## config.mk

```make
export PLATFORM = sky130hd
export DESIGN_NAME = tla_alert_limits
export DESIGN_NICKNAME = d
export VERILOG_FILES = /design/src/tla_pkg.sv /design/src/tla_limit_check.sv /design/src/tla_alert_limits.sv
export VERILOG_INCLUDE_DIRS = /design/src
export SDC_FILE = /design/constraint.sdc
export NUM_CORES = 1
export LEC_CHECK = 0
export BUFFER_PORTS_ARGS = -buffer_cell sky130_fd_sc_hd__buf_2
export CAP_MARGIN = 20
export CORE_UTILIZATION = 40
export CTS_CLUSTER_DIAMETER = 30
export DETAILED_ROUTE_END_ITERATION = 12
export SYNTH_ARGS = -nofsm -noshare
export SYNTH_HDL_FRONTEND = slang
export SYNTH_SLANG_ARGS = --single-unit
```

## constraint.sdc

```tcl
create_clock -name ref_clk -period 7.8 [get_ports ref_clk]
set_input_delay 1.56 -clock ref_clk [delete_from_list [all_inputs] [get_ports ref_clk]]
set_output_delay 1.56 -clock ref_clk [all_outputs]
set_load 0.01 [all_outputs]
```

## src/tla_defs.svh

```systemverilog
// Command codes, reset values and unit constants of the alert limit bank
`ifndef TLA_DEFS_SVH
`define TLA_DEFS_SVH

`define TLA_CMD_BAT_LOW 8'h01
`define TLA_CMD_BAT_HIGH 8'h02
`define TLA_CMD_IN_LOW 8'h03
`define TLA_LIMIT_RESET 16'h0000
`define TLA_FLAG_BAT_LOW 0
`define TLA_FLAG_BAT_HIGH 1
`define TLA_FLAG_IN_LOW 2
`define TLA_BAT_LSB_NV 384800
`define TLA_IN_LSB_NV 1649000
`define TLA_CELL_VOLTS 6

`endif

```

## src/tla_pkg.sv

```systemverilog
// Types shared by the alert limit bank
package tla_pkg;

  typedef logic signed [15:0] tla_value_t;

  typedef struct packed {
    logic wr;
    logic rd;
    logic [7:0] cmd;
    logic [15:0] wdata;
  } tla_reg_req_s;

  typedef struct packed {
    logic bat_valid;
    tla_value_t bat;
    logic in_valid;
    tla_value_t vin;
  } tla_conv_s;

endpackage : tla_pkg

```

## src/tla_limit_check.sv

```systemverilog
// One signed limit compare with a sticky alert flag
`timescale 1ns/1ps
module tla_limit_check #(
  parameter bit BELOW = 1'b1
) (
  // Clock and reset
  input wire logic ref_clk,
  input wire logic resetn,
  // Sample and limit
  input wire logic sample_valid,
  input wire tla_pkg::tla_value_t sample,
  input wire tla_pkg::tla_value_t limit,
  input wire logic check_on,
  // Flag
  input wire logic clear,
  output logic flag
);

  logic hit;

  // Signed compare on each fresh result
  assign hit = sample_valid && check_on &&
               (BELOW ? (sample < limit) : (sample > limit));

  // Sticky; a crossing in the clear cycle wins over the clear
  always_ff @(posedge ref_clk or negedge resetn)
  begin
    if (!resetn)
      flag <= 1'b0;
    else
      flag <= hit | (flag & ~clear);
  end

endmodule : tla_limit_check

```

## src/tla_alert_limits.sv

```systemverilog
// Battery and input voltage alert limit registers with sticky alert flags
`timescale 1ns/1ps
`include "tla_defs.svh"

module tla_alert_limits (
  // Clock and reset
  input wire logic ref_clk,
  input wire logic resetn,
  // Register access from the serial management decoder
  input wire tla_pkg::tla_reg_req_s reg_req,
  output logic [15:0] rd_data,
  output logic rd_ack,
  output logic cmd_hit,
  // Converter results
  input wire tla_pkg::tla_conv_s conv,
  // Alert enables
  input wire logic battery_low_check_on,
  input wire logic battery_high_check_on,
  input wire logic input_low_check_on,
  // Alert flags and their clear strobes
  input wire logic [2:0] flag_clear,
  output logic battery_low_flag,
  output logic battery_high_flag,
  output logic input_low_flag,
  // Cell count pins and scaled battery voltage
  input wire logic cell_count_sel_lo,
  input wire logic cell_count_sel_hi,
  output logic signed [18:0] battery_total
);

  tla_pkg::tla_value_t battery_low_threshold;
  tla_pkg::tla_value_t battery_high_threshold;
  tla_pkg::tla_value_t input_low_threshold;
  logic [1:0] cell_meta;
  logic [1:0] cell_sync;
  logic signed [3:0] cell_mult;
  logic [15:0] next_rd_data;
  logic known_cmd;

  // Limit registers written by command code
  always_ff @(posedge ref_clk or negedge resetn)
  begin
    if (!resetn)
    begin
      battery_low_threshold <= `TLA_LIMIT_RESET;
      battery_high_threshold <= `TLA_LIMIT_RESET;
      input_low_threshold <= `TLA_LIMIT_RESET;
    end
    else if (reg_req.wr)
    begin
      unique case (reg_req.cmd)
        `TLA_CMD_BAT_LOW: battery_low_threshold <= reg_req.wdata;
        `TLA_CMD_BAT_HIGH: battery_high_threshold <= reg_req.wdata;
        `TLA_CMD_IN_LOW: input_low_threshold <= reg_req.wdata;
        default: ;
      endcase
    end
  end

  // Read decode; unknown codes answer zero
  always_comb
  begin
    known_cmd = 1'b1;
    unique case (reg_req.cmd)
      `TLA_CMD_BAT_LOW: next_rd_data = battery_low_threshold;
      `TLA_CMD_BAT_HIGH: next_rd_data = battery_high_threshold;
      `TLA_CMD_IN_LOW: next_rd_data = input_low_threshold;
      default:
      begin
        next_rd_data = 16'h0000;
        known_cmd = 1'b0;
      end
    endcase
  end

  always_ff @(posedge ref_clk or negedge resetn)
  begin
    if (!resetn)
    begin
      rd_data <= 16'h0000;
      rd_ack <= 1'b0;
      cmd_hit <= 1'b0;
    end
    else
    begin
      rd_ack <= reg_req.rd;
      cmd_hit <= (reg_req.rd | reg_req.wr) & known_cmd;
      if (reg_req.rd)
        rd_data <= next_rd_data;
    end
  end

  // Battery limits compare against the raw battery result
  tla_limit_check #(
    .BELOW(1'b1)
  ) u_bat_low (
    .ref_clk(ref_clk),
    .resetn(resetn),
    .sample_valid(conv.bat_valid),
    .sample(conv.bat),
    .limit(battery_low_threshold),
    .check_on(battery_low_check_on),
    .clear(flag_clear[`TLA_FLAG_BAT_LOW]),
    .flag(battery_low_flag)
  );

  // Upper battery limit
  tla_limit_check #(
    .BELOW(1'b0)
  ) u_bat_high (
    .ref_clk(ref_clk),
    .resetn(resetn),
    .sample_valid(conv.bat_valid),
    .sample(conv.bat),
    .limit(battery_high_threshold),
    .check_on(battery_high_check_on),
    .clear(flag_clear[`TLA_FLAG_BAT_HIGH]),
    .flag(battery_high_flag)
  );

  // Input voltage lower limit
  tla_limit_check #(
    .BELOW(1'b1)
  ) u_in_low (
    .ref_clk(ref_clk),
    .resetn(resetn),
    .sample_valid(conv.in_valid),
    .sample(conv.vin),
    .limit(input_low_threshold),
    .check_on(input_low_check_on),
    .clear(flag_clear[`TLA_FLAG_IN_LOW]),
    .flag(input_low_flag)
  );

  // Cell count pins pass two flip-flops
  always_ff @(posedge ref_clk or negedge resetn)
  begin
    if (!resetn)
    begin
      cell_meta <= 2'b00;
      cell_sync <= 2'b00;
    end
    else
    begin
      cell_meta <= {cell_count_sel_hi, cell_count_sel_lo};
      cell_sync <= cell_meta;
    end
  end

  assign cell_mult = $signed({2'b00, cell_sync}) + 4'sd1;

  // Total battery voltage, one to four cell multiples
  always_ff @(posedge ref_clk or negedge resetn)
  begin
    if (!resetn)
      battery_total <= 19'sd0;
    else if (conv.bat_valid)
      battery_total <= 19'(conv.bat * cell_mult);
  end

  // Crossing below the battery low limit sets the flag next edge
  bat_low_set_a: assert property (@(posedge ref_clk) disable iff (!resetn)
    conv.bat_valid && battery_low_check_on && (conv.bat < battery_low_threshold)
    |=> battery_low_flag)
    else $error("battery low flag not raised");

  bat_high_set_a: assert property (@(posedge ref_clk) disable iff (!resetn)
    conv.bat_valid && battery_high_check_on && (conv.bat > battery_high_threshold)
    |=> battery_high_flag)
    else $error("battery high flag not raised");

  in_low_set_a: assert property (@(posedge ref_clk) disable iff (!resetn)
    conv.in_valid && input_low_check_on && (conv.vin < input_low_threshold)
    |=> input_low_flag)
    else $error("input low flag not raised");

  // Flag rises only after a valid battery result with the low check on
  bat_low_cause_a: assert property (@(posedge ref_clk) disable iff (!resetn)
    $rose(battery_low_flag) |-> $past(conv.bat_valid) && $past(battery_low_check_on))
    else $error("battery low flag rose without a result");

  // Clear without a new crossing drops the battery high flag
  bat_clear_a: assert property (@(posedge ref_clk) disable iff (!resetn)
    flag_clear[`TLA_FLAG_BAT_HIGH] && !conv.bat_valid |=> !battery_high_flag)
    else $error("battery high flag not cleared");

  in_hold_a: assert property (@(posedge ref_clk) disable iff (!resetn)
    input_low_flag && !flag_clear[`TLA_FLAG_IN_LOW] |=> input_low_flag)
    else $error("input low flag dropped without clear");

  // Write then read of the input low limit code returns the written value
  limit_rw_a: assert property (@(posedge ref_clk) disable iff (!resetn)
    reg_req.wr && (reg_req.cmd == `TLA_CMD_IN_LOW) ##1
    (reg_req.rd && !reg_req.wr && (reg_req.cmd == `TLA_CMD_IN_LOW))
    |=> rd_ack && (rd_data == $past(reg_req.wdata, 2)))
    else $error("input limit readback mismatch");

  unmapped_read_a: assert property (@(posedge ref_clk) disable iff (!resetn)
    reg_req.rd && (reg_req.cmd > `TLA_CMD_IN_LOW) |=> rd_ack && !cmd_hit && (rd_data == 16'h0000))
    else $error("unmapped read not zero");

  total_scale_a: assert property (@(posedge ref_clk) disable iff (!resetn)
    conv.bat_valid && (cell_sync == 2'b11) && $stable(cell_sync)
    |=> battery_total == 19'($past(conv.bat) * 4))
    else $error("four cell total wrong");

endmodule : tla_alert_limits

```

Word-level counts from Yosys, hierarchy flattened
Index checks and enable logic that the tools add are counted.

Add/subtract/negate cells: 1. Multiply operators: 1. Divide/modulo/power cells: 0. Order comparisons: 3. Eq/ne operators: 3. Shift-type cells: 0. Mux-type cells: 2. Bitwise gates (word level): 11. Reductions and logical operators: 10.

Operator list (count): 16-bit one-hot mux with 3 select lines (1); 16-bit less-than comparator (2); 16-bit by 4-bit multiplier with 19-bit output (1); 8-bit by 2-bit equality test with 1-bit output, second input constant (2); 16-bit greater-than comparator (1); 8-bit by 1-bit equality test with 1-bit output, second input constant (1); 1-bit logical AND (6); 2-bit AND reduction (3); 1-bit bitwise AND (4); 1-bit bitwise OR (4); 2-bit by 1-bit adder with 3-bit output, second input constant (1); 1-bit inverter (3); 3-bit OR reduction (1); 1-bit 2-to-1 mux (1).

Register bits: 92. Latch bits: 0. Bits in writable memories: 0. Memory bits (read-only): 0. Input port bits: 70. Output and inout port bits: 40. Logic and storage cells: 43. Memories kept: 0.

Longest topological paths before layout
Gate-level depths: netlist (run 1).

Word-level depth: 4. Depth in mapped cells: 16. Depth with buffers taken out: 14.

By module
Synthesis (run 1) repeated with hierarchy kept, for this count alone.

Cells, all modules: 705. Area, all modules: 6902.9 um2.

By module, submodules not included: tla_alert_limits (times used 1, cells each 530, area each 5562.8 um2, sequential area each 2227.1 um2); tla_limit_check (u_bat_high) (times used 1, cells each 60, area each 471.7 um2, sequential area each 25.0 um2); tla_limit_check (u_bat_low) (times used 1, cells each 55, area each 439.2 um2, sequential area each 25.0 um2); tla_limit_check (u_in_low) (times used 1, cells each 60, area each 429.2 um2, sequential area each 25.0 um2).

Worst setup path before layout (run 1)
No wires, ideal clock.

Path type: input to register. Start: in conv[19] (netlist name). End: reg battery_total[18]. Setup time: 125 ps. Arrival time: 4162 ps. Data required time: 7675 ps. Slack: 3513 ps. Stages: 10. Path buffers: 0. Path through: and2_1 -> ha_1 -> fa_1 -> fa_1 -> a211oi_1 -> o21ai_0 -> a21oi_2 -> o21ai_0 -> xnor2_1 -> mux2_2.

Word-level cells in the longest chain between the ends: 1.

RTL lines: start: declaration (line tla_alert_limits.sv:15) `input wire tla_pkg::tla_conv_s conv,`; 16-bit by 4-bit multiplier with 19-bit output (line tla_alert_limits.sv:158) `battery_total <= 19'(conv.bat * cell_mult);`; end signal: assignment (line tla_alert_limits.sv:158); end: declaration (line tla_alert_limits.sv:28) `output logic signed [18:0] battery_total`.

Every way passes these cells. A chain may end at the register's enable or synchronous reset.

Final worst setup path (run 1)
Same ends and word-level chain as after synthesis.

==> metrics.md, run 1 <==
| Metric | Value |
|---|---|
| CTS resizes | 0 |
| Slowest stage cell, crit path | fa_1 |
| Ranking of synthesized cells by area | dfrtp_1 34%, ha_1 15%, mux2_2 9.9% |
| Metal3 WL | 558 microns |
| Placed inst area | between 7000 and 8000 sq um |
| Commonest register cell after synthesis | dfrtp_1 |
| Die Wd | 132.9 microns |
| RSZ-0062 raised after global routing | no |
| DIE HEIGHT | around 130 microns |
| Clock Latency Late Sink | 0.35 ns |
| CTS Buf Count | 9 |
| Worst path depth | 11 |
| Flops & latches, synth | 92 |
| Synth Cell Area | 6855 sq um |
| CTS H-tree depth | 3 |
| Max Fclk | approximately 230 MHz |
| Buf/Inv on CP | 1 |
| Syn avg cell area | about 9.6 sq um |
| # nets final | 980 |
| Syn Nets | 884 |
| WP data required | 8.03 ns |
| Initial DRC Count | 221 |
| Reg area | 2302 sq um |
| Max Clock Skew | 0.01143 ns |
| Final worst slack | about 3.5 ns |
| Worst min-delay path class | flop to flop |
| Grt ovf | 0 |
| Cell taking the most area after synthesis | dfrtp_1 |
| FP Rows | 47 |
| Min Tclk post-route | ~4.3 ns |
| Highest metal used | met5 |
| Core area | around 17000 sq um |
| Total wire length | 15080 microns |
| Synth top area share | 33.58% |
| Crit path kind | input port to flop |
| Vias in the first global route | ~5000 |
| Yosys Warn Count | 0 |
| Period Utilization, post-route | a little under three fifths |
| Fin. max-slew vios | 0 |
| Max-Cap Viols | 0 |
| Post-Route Setup TNS | 0 ns |
| Register area share after synthesis | about a third |
| EDFF count, synth | 0 |
| Worst VDD drop | 0.1363 mV |
| Final ANT Viol Nets | 0 |
| Crit start category | input port |
| Total GRT Usage | 17.94% |
| Largest delay share family, worst path | adder cells |
| Clock Path Buffers | 2 |
| Avg Vias per Cell | 4.965 |
| Area occupied by multi-input gates | 3968 sq um |
| TritonRoute pass-1 iters | 4 |
| Static Leak | 3.914 nW |
| Final hold viol count | 0 |
| Cell Chain, Critical Path | buf_2 > and2_1 > ha_1 > fa_1 > fa_1 > a211oi_1 > o21ai_0 > a21oi_2 > o21ai_0 > xnor2_1 > mux2_2 |
| Max transition margin | 42.00% |
| Pre-CTS setup slack | 3.125 ns |
| Avg WL per Cell | 14.52 microns |
| GPL Wtd Cong | between 0.8 and 0.9 |
| Status | finished clean |
| Post-DP HPWL | 12110 microns |
| Diodes inserted | 0 |
| First-pass GRT wire length | between 20000 and 30000 microns |
| Pwr per Cell Area | between 150 and 200 nW/um^2 |
| Netlist cell types | 56 |
| Layout area overhead | 15.46% |
| Critical Path Sink Type | flop |
| Met1 WL | 7171 microns |
| Worst-margin pin slew | 0.8700 ns |
| Via count | between 5000 and 6000 |
| FFs w/ async S/R, synth | 100.0% |
| Max FO, Critical Path | 5 |
| Final Setup Violations | 0 |
| Crit path largest cell delay | about 0.54 ns |
| Clk sinks | 92 |
| Largest net degree at the start of global routing | slightly below 70 |
| Met2 routed WL | 7153 microns |
| Total power | about 1.4 mW |
| Initial core utilization | 41.19% |
| Die area | around 18000 sq um |
| CTS hold repair buffers | 0 |
| Post-Synthesis Cells | 717 |
| IO Pins | 110 |
| Worst hold stages | 0 |
| Clock-pin slew on the worst setup and hold paths | 0.08 ns |
| Root buffer cell | clkbuf_16 |
| Port bufs | 109 |
| CTS tree | yes |
| Layout cells sized above 1 | about a quarter |
| Initial antenna violation count | 1 |
| Final instance area | 7915 sq um |
| DR DRC count | 0 |
| Fillers | 1635 |
| WP data arrival | 4.57 ns |
| Post-CTS setup buffer count | 0 |
| FF-to-FF path depth | 11 |
## power breakdown
part	internal, mW	total, mW	switching, mW
Clock	0.293	0.496	0.203
Sequential	0.520	0.545	0.0249
Combinational	0.161	0.355	0.193
## sequential cells by signal, summed over array words and instances (netlist names)
| signal | cells |
|---|---|
| rd_data | 16 |
| cell_meta | 2 |
| u_bat_high.flag | 1 |
| u_bat_low.flag | 1 |
| cmd_hit | 1 |
| rd_ack | 1 |
| battery_high_threshold | 16 |
| u_in_low.flag | 1 |
| battery_low_threshold | 16 |
| input_low_threshold | 16 |
| cell_sync | 2 |
| battery_total | 19 |
## worst reg2reg max path, stage by stage (launching register included)
cell,delay (ns)
dfrtp_1,0.64
ha_1,0.47
and2_1,0.23
ha_1,0.32
fa_1,0.54
fa_1,0.50
a211oi_1,0.39
o21ai_0,0.19
a21oi_2,0.24
o21ai_0,0.14
xnor2_1,0.14
mux2_2,0.26
## path summary, 6_finish.rpt
check / startpoint / end / slack (ns)
min reg2reg: cell_meta[0]$_DFF_PN0_ / cell_sync[0]$_DFF_PN0_ / 0.36
max reg2reg: cell_sync[0]$_DFF_PN0_ / battery_total[18]$_DFFE_PN0P_ / 3.62
min: cell_meta[0]$_DFF_PN0_ / cell_sync[0]$_DFF_PN0_ / 0.36
min in group asynchronous: resetn / battery_total[4]$_DFFE_PN0P_ / 1.12
max in group asynchronous: resetn / rd_data[4]$_DFFE_PN0P_ / 5.50
max: conv[19] / battery_total[18]$_DFFE_PN0P_ / 3.46
## through the flow
step / instances / utilization [%] / hold slack [ns]
after floorplan: 717 / - / 0.3312
after global placement: 1022 / 45.58 / 0.3323
after detailed placement: 1022 / 45.58 / 0.3379
after CTS: 1038 / 47.56 / 0.3607
after global routing: 1038 / 47.56 / 0.3758
final: 1038 / 47.56 / 0.3576
## cell usage in the layout (no fill, tap or decap), types with 5 or more instances in the layout
master     instances
nand4_1           11
a22o_1            16
mux2_2            60
a21o_1            10
nand2_1           30
inv_1            127
fa_1              16
ha_1              81
nor2b_1            5
xnor2_1           10
buf_2            108
a21oi_1           27
o21a_1             5
clkbuf_16          9
dfrtp_1           92
and2_1            30
nand2b_1          16
nor2_1            18
nand3_1           20
o21ai_0           51
## area by class of cell
| cell class | count | area share (%) |
|---|---|---|
| inverters | 127 | 6.023 |
| clock inverters | 6 | 1.154 |
| flip-flops and latches | 92 | 29.09 |
| clock buffers | 10 | 3.019 |
| repair buffers | 111 | 7.114 |
| well taps | 220 | 3.478 |
| multi-input cells | 472 | 50.13 |
## metal layers
metal | track usage [%] | vias to the layer above
met1 | 23.48 | 2402
met2 | 30.16 | 86
met4 | 3.959 | 2
met3 | 3.946 | 13
li1 | - | 2651
met5 | 0 | -
## cells in the mapped netlist, types with 2 or more instances
cell type / number
nor2_1: 18
a211o_1: 4
clkbuf_1: 16
a211oi_1: 4
mux2_2: 60
xnor2_1: 10
ha_1: 81
a311oi_1: 2
buf_2: 8
a21o_1: 10
o21ai_0: 51
nand3b_1: 4
inv_1: 127
a21oi_2: 4
nor2b_1: 5
and2_1: 30
mux2_4: 2
a22o_1: 16
nand4_1: 11
xor2_1: 3
o21a_1: 5
nand3_1: 20
and4_1: 3
a2111oi_0: 3
and3_1: 3
o21bai_1: 3
dfrtp_1: 92
nand2b_1: 16
a41oi_1: 2
nor3_1: 4
a21oi_1: 27
nor4_1: 2
fa_1: 16
nand2_1: 30
or3_1: 2
nand4b_1: 2
o211ai_1: 2
## kinds of logic after synthesis
kind of cell    share of synthesized area (%)
simple gates                            12.30
buf+inv                                 8.542
compound gates                          14.02
fa+ha+maj                               19.46
flops                                   33.58
mux                                     10.44
xor+xnor                                1.661
Power figures use the tool's default switching activity.
==> run 2, diff against run 1 <==
==> constraint.sdc (replaced) <==
create_clock -name ref_clk -period 4.3 [get_ports ref_clk]
set_input_delay 0.86 -clock ref_clk [delete_from_list [all_inputs] [get_ports ref_clk]]
set_output_delay 0.86 -clock ref_clk [all_outputs]
set_load 0.01 [all_outputs]
==> run 2 against run 1 <==
Worst hold slack hardly changed; critical endpoint unchanged; register-to-register slack worse by 3.2 ns; worst setup slack got worse by 3.0 ns; via count is 0.16% lower.
==> metrics.md, run 2 (synthesis gave the netlist of run 1 again) <==
| Metric | Value |
|---|---|
| Status | finished clean |
| Max Clock Skew | 0.009000 ns (-0.002429 ns) |
| Min Tclk post-route | 3.866 ns |
| Final Setup Violations | 0 (unchanged) |
| CTS tree | yes |
| Die area | 17670 sq um (unchanged) |
| Total wire length | 15010 microns (-0.44%) |
| Crit path largest cell delay | 0.53 ns (about the same) |
| Post-Layout Cell Count | 1040 (+0.19%) |
| Pwr per Cell Area | 306.3 nW/um^2 (+74%) |
| Largest register FFs | 19 (unchanged) |
| Max-Cap Viols | 0 (unchanged) |
| Largest delay share family, worst path | adder cells |
| DR DRC count | 0 (unchanged) |
| Cell Chain, Critical Path | ha_1 > and2_1 > ha_1 > fa_1 > fa_1 > a211oi_1 > o21ai_0 > a21oi_2 > o21ai_0 > xnor2_1 > mux2_2 |
| Reg area | 2302 sq um (unchanged) |
| Crit start category | flop |
| Placed inst area | 7600 sq um (+0.20%) |
| Clk sinks | 92 (unchanged) |
| Max FO, Critical Path | 16 (+11) |
| WP data required | 4.53 ns (-3.50 ns) |
| Initial core utilization | 41.19% (unchanged) |
| Total GRT Usage | 17.91% (-0.023 points) |
| Largest register by flop count | battery_total |
| Commonest non-fill, non-tap cells in the layout | 127 x inv_1, 108 x buf_2, 92 x dfrtp_1 |
| Most common cell after layout, fill and taps aside | inv_1 |
| TritonRoute pass-1 iters | 4 (unchanged) |
| Via count | 5146 (-0.16%) |
| Placed cell count | 1024 (+0.20%) |
| First-pass GRT wire length | 25170 microns (-1.2%) |
| GPL Wtd Cong | 0.8137 (-1.9%) |
| Critical Path Sink Type | flop |
| Grt ovf | 0 (unchanged) |
| CTS H-tree depth | 3 (unchanged) |
| Die Wd | 132.9 microns (unchanged) |
| CTS hold repair buffers | 0 (unchanged) |
| Final worst slack | 0.4340 ns (-3.022 ns) |
| Largest net degree at the start of global routing | 56 (-19%) |
| Post-CTS setup buffer count | 0 (unchanged) |
| Core area | 16640 sq um (unchanged) |
| Max Fclk | around 260 MHz |
| Initial antenna violation count | 0 (-1) |
| CTS resizes | 0 (unchanged) |
| Final ANT Viol Nets | 0 (unchanged) |
| Worst VDD drop | 0.2087 mV (+53%) |
| Diodes inserted | 0 (unchanged) |
| Fin. max-slew vios | 0 (unchanged) |
| Period Utilization, post-route | 89.91% |
| Clock-pin slew on the worst setup and hold paths | 0.07 ns (about the same) |
| Max transition margin | 44.73% (+2.7 points) |
| Util after Layout | 47.44% (-0.12 points) |
| Post-Route Setup TNS | 0 ns (unchanged) |
| # nets final | 982 (+0.20%) |
| Post-DP HPWL | 12120 microns (about the same) |
| Layout area overhead | 15.17% |
| Crit path kind | flop to flop |
| Initial DRC Count | 151 (-32%) |
| Fillers | 1648 (+0.80%) |
| Root buffer cell | clkbuf_16 |
| Worst-margin pin slew | 0.8265 ns (-0.04349 ns) |
| Slowest stage cell, crit path | fa_1 |
| Vias in the first global route | 5094 (-0.33%) |
| Area occupied by multi-input gates | 3968 sq um (unchanged) |
| IO Pins | 110 (unchanged) |
| Buf/Inv on CP | 0 (-1) |
| Port bufs | 109 (unchanged) |
| Final hold viol count | 0 (unchanged) |
| CTS Buf Count | 9 (unchanged) |
| Pre-CTS setup slack | 0.3532 ns (-2.772 ns) |
| Clock Latency Late Sink | 0.36 ns (about the same) |
| Avg WL per Cell | 14.43 microns (-0.64%) |
| Clock Path Buffers | 2 (unchanged) |
| Layout cells sized above 1 | 24.51% (+0.18 points) |
| RSZ-0062 raised after global routing | no |
| FP Rows | 47 (unchanged) |
| Avg Vias per Cell | 4.948 (-0.35%) |
| Static Leak | 3.901 nW (-0.34%) |
| Final instance area | 7895 sq um (-0.25%) |
| Worst min-delay path class | flop to flop |
| WP data arrival | 4.10 ns (-0.47 ns) |
| DIE HEIGHT | 132.9 microns (unchanged) |
run 2: cell types whose count changed in the layout (fill, tap and decap cells not counted), sizes merged:
cell	previous run	this run
clkinvlp	0	1
inv	130	129
buf	111	113
clkbuf	10	9
clkinv	1	4
bufinv	2	0
run 2: routing by layer:
| metal | share of wire, % | vias up | wire length, microns | GRT usage (%) |
|---|---|---|---|---|
| met2 | 47 | 89 | 7117 | 29.99 |
| met4 | 1.9 | 0 | 287 | 6.641 |
| li1 | - | 2661 | - | - |
| met5 | 0 | - | 0 | 0 |
| met1 | 48 | 2378 | 7211 | 23.49 |
| met3 | 2.6 | 18 | 393 | 2.452 |
run 2: final timing paths:
check                                                 to  slack [ns]  cells after the start              startpoint
setup / recovery           battery_total[18]$_DFFE_PN0P_        0.43                     11  cell_sync[1]$_DFF_PN0_
min in group asynchronous         cell_meta[1]$_DFF_PN0_        0.56                      1                  resetn
setup reg to reg           battery_total[18]$_DFFE_PN0P_        0.43                     11  cell_sync[1]$_DFF_PN0_
hold / removal                    cell_sync[1]$_DFF_PN0_        0.36                      0  cell_meta[1]$_DFF_PN0_
hold reg to reg                   cell_sync[1]$_DFF_PN0_        0.36                      0  cell_meta[1]$_DFF_PN0_
max in group asynchronous         rd_data[5]$_DFFE_PN0P_        2.78                      2                  resetn
run 2: worst reg2reg max path, cell delays in order, from the launching register on:
cell and delay (ns):
dfrtp_1 0.42, ha_1 0.46, and2_1 0.21, ha_1 0.31, fa_1 0.53, fa_1 0.49
a211oi_1 0.36, o21ai_0 0.18, a21oi_2 0.23, o21ai_0 0.14, xnor2_1 0.15, mux2_2 0.26
run 2: per-stage QoR:
stage,power (mW),hold slack [ns]
after floorplan,1.438,0.3312
final,2.418,0.3577
after global routing,2.582,0.3631
after detailed placement,1.658,0.3442
after CTS,2.458,0.3613
after global placement,1.652,0.3392
run 2: cell type report:
| cell class | count | share of cell area (%) |
|---|---|---|
| Clock buffer | 9 | 2.853 |
| Clock inverter | 7 | 0.8875 |
| Inverter | 127 | 6.038 |
| Multi-Input combinational cell | 472 | 50.25 |
| Sequential cell | 92 | 29.16 |
| Tap cell | 220 | 3.487 |
| Timing Repair Buffer | 113 | 7.322 |
run 2: report_power, final:
group	total (mW)	switching [mW]	internal (mW)	leakage, nW
logic	0.646	0.352	0.294	2.54
clock network	0.784	0.378	0.406	0.141
registers	0.988	0.0440	0.944	1.22
==> run 3, diff against run 2 <==
--- a/config.mk
+++ b/config.mk
@@ -10,7 +10,9 @@
 export CAP_MARGIN = 20
 export CORE_UTILIZATION = 40
 export CTS_CLUSTER_DIAMETER = 30
+export CTS_CLUSTER_SIZE = 28
 export DETAILED_ROUTE_END_ITERATION = 12
+export PLACE_DENSITY = 0.71
 export SYNTH_ARGS = -nofsm -noshare
 export SYNTH_HDL_FRONTEND = slang
 export SYNTH_SLANG_ARGS = --single-unit
==> constraint.sdc (replaced) <==
create_clock -name ref_clk -period 3.85 [get_ports ref_clk]
set_input_delay 0.77 -clock ref_clk [delete_from_list [all_inputs] [get_ports ref_clk]]
set_output_delay 0.77 -clock ref_clk [all_outputs]
set_load 0.01 [all_outputs]
==> run 3 against run 2 <==
First-iteration DRC count up 97%; combinational power up 17%; global-route usage up 1.7 points; sequential share of layout area down 0.33 points; non-clock buffer count up 9; critical endpoint is now battery_total[15]$_DFFE_PN0P_.
==> metrics.md, run 3 (synthesis gave the netlist of run 1 again) <==
| Metric | Value |
|---|---|
| Largest register by flop count | battery_total |
| Post-Layout Cell Count | 1049 (+0.87%) |
| # nets final | 991 (+0.92%) |
| DIE HEIGHT | 132.9 microns (unchanged) |
| TritonRoute pass-1 iters | 4 (unchanged) |
| CTS Buf Count | 9 (unchanged) |
| Largest delay share family, worst path | adder cells |
| Reg area | 2302 sq um (unchanged) |
| Crit path kind | flop to flop |
| Max FO, Critical Path | 12 (-4) |
| Most common cell after layout, fill and taps aside | inv_1 |
| Largest register FFs | 19 (unchanged) |
| Pwr per Cell Area | 352.1 nW/um^2 (+15%) |
| Max transition margin | 40.60% (-4.1 points) |
| CTS tree | yes |
| Cell Chain, Critical Path | ha_1 > buf_4 > and2_1 > ha_1 > inv_1 > fa_1 > inv_1 > ha_1 > and3_4 > and2_4 > and3_1 > a211o_1 > a211o_1 > o2111ai_1 |
| DR DRC count | 0 (unchanged) |
| WP data required | 4.13 ns (-0.40 ns) |
| Critical Path Sink Type | flop |
| Area occupied by multi-input gates | 3976 sq um (+0.22%) |
| CTS H-tree depth | 3 (unchanged) |
| Placed cell count | 1033 (+0.88%) |
| Max-Cap Viols | 0 (unchanged) |
| IO Pins | 110 (unchanged) |
| Clk sinks | 92 (unchanged) |
| Clock-pin slew on the worst setup and hold paths | 0.07 ns (about the same) |
| Crit path largest cell delay | 0.53 ns (about the same) |
| Vias in the first global route | 5265 (+3.4%) |
| Worst path most repeated cell | ha_1 |
| Static Leak | 3.957 nW (+1.5%) |
| Status | finished clean |
| Port bufs | 109 (unchanged) |
| Crit start category | flop |
| First-pass GRT wire length | 27080 microns (+7.6%) |
| Grt ovf | 0 (unchanged) |
| GPL Wtd Cong | 0.8789 (+8.0%) |
| Total wire length | 16560 microns (+10%) |
| Min Tclk post-route | 3.685 ns (-0.1810 ns) |
| Avg Vias per Cell | 5.172 (+4.5%) |
| Final Setup Violations | 0 (unchanged) |
| Layout area overhead | 16.50% |
| Total GRT Usage | 19.59% (+1.7 points) |
| Layout cells sized above 1 | 25.45% (+0.94 points) |
| Initial DRC Count | 298 (+97%) |
| Final ANT Viol Nets | 0 (unchanged) |
| CTS hold repair buffers | 0 (unchanged) |
| Initial antenna violation count | 0 (unchanged) |
| Worst VDD drop | 0.2000 mV (-4.2%) |
| Post-DP HPWL | 12810 microns (+5.7%) |
| Fillers | 1567 (-4.9%) |
| Core area | 16640 sq um (unchanged) |
| Largest net degree at the start of global routing | 65 (+16%) |
| Die area | 17670 sq um (unchanged) |
| Worst min-delay path class | flop to flop |
| Via count | 5425 (+5.4%) |
| Clock Path Buffers | 2 (unchanged) |
| Period Utilization, post-route | 95.71% (+5.8 points) |
| WP data arrival | 3.96 ns (-0.14 ns) |
| Diodes inserted | 0 (unchanged) |
| Final instance area | 7986 sq um (+1.2%) |
| Avg WL per Cell | 15.78 microns (+9.4%) |
| Post-Route Setup TNS | 0 ns (unchanged) |
| Final hold viol count | 0 (unchanged) |
| Max Clock Skew | 0.005349 ns (-0.003651 ns) |
| Initial core utilization | 41.19% (unchanged) |
| Die Wd | 132.9 microns (unchanged) |
| Max Fclk | 271.4 MHz (+4.9%) |
| Commonest non-fill, non-tap cells in the layout | 127 x inv_1, 108 x buf_2, 92 x dfrtp_1 |
| Worst-margin pin slew | 0.8883 ns (+0.06175 ns) |
| FP Rows | 47 (unchanged) |
| Clock Latency Late Sink | 0.36 ns (about the same) |
| Root buffer cell | clkbuf_16 |
| Placed inst area | 7667 sq um (+0.89%) |
| Buf/Inv on CP | 3 (+3) |
| Slowest stage cell, crit path | fa_1 |
| RSZ-0062 raised after global routing | no |
| Fin. max-slew vios | 0 (unchanged) |
## run 3: cell types whose count changed in the layout (fill, tap and decap cells not counted)
cell	change
clkbuf_8	+1
a211oi_2	+1
clkinv_4	-2
a21oi_1	-1
clkinv_8	-1
o21ai_1	+1
bufinv_16	+1
a211oi_1	-1
inv_6	+1
clkinvlp_4	-1
clkbuf_1	+1
buf_4	+9
a21oi_2	+1
o21ai_0	-1
## run 3: area by class of cell
| class | count | share of cell area, % |
|---|---|---|
| clock inverters | 5 | 0.8460 |
| inverters | 127 | 5.969 |
| flip-flops and latches | 92 | 28.83 |
| well taps | 220 | 3.447 |
| repair buffers | 122 | 8.084 |
| multi-input cells | 472 | 49.79 |
| clock buffers | 11 | 3.039 |
## run 3: final timing paths
check                      slack, ns  cells after the start                    from                              endpoint
max in group asynchronous       2.61                      2                  resetn  battery_low_threshold[2]$_DFFE_PN0P_
hold reg to reg                 0.35                      0  cell_meta[0]$_DFF_PN0_                cell_sync[0]$_DFF_PN0_
hold / removal                  0.35                      0  cell_meta[0]$_DFF_PN0_                cell_sync[0]$_DFF_PN0_
setup / recovery                0.17                     14  cell_sync[0]$_DFF_PN0_         battery_total[15]$_DFFE_PN0P_
min in group asynchronous       0.49                      1                  resetn          battery_total[6]$_DFFE_PN0P_
setup reg to reg                0.17                     14  cell_sync[0]$_DFF_PN0_         battery_total[15]$_DFFE_PN0P_
## run 3: where the power goes
group	total [mW]	switching [mW]	leakage [nW]	internal (mW)
logic	0.755	0.414	2.58	0.341
clock network	0.953	0.421	0.153	0.533
registers	1.10	0.0490	1.22	1.05
## run 3: repair_timing
action	4_1_cts	5_1_grt
endpoints found under the setup margin	0	3
setup buffers	0	0
gates resized for setup	0	3
## run 3: metrics by stage
step	total power, mW	hold slack (ns)	setup slack, ns	util (%)
floorplan	1.606	0.3312	0.1890	-
global placement	1.861	0.3332	-0.01217	46.07
detailed placement	1.873	0.3347	-0.04500	46.07
CTS	2.827	0.3498	0.1493	47.94
global route	2.970	0.3539	0.007823	47.99
finish	2.812	0.3484	0.1650	47.99
## run 3: layer usage
metal	global-route usage [%]	wire length (microns)	vias to the layer above
li1	-	-	2667
met1	27.80	8119	2605
met4	7.407	321	0
met3	3.257	735	17
met5	0	0	-
met2	29.76	7379	136
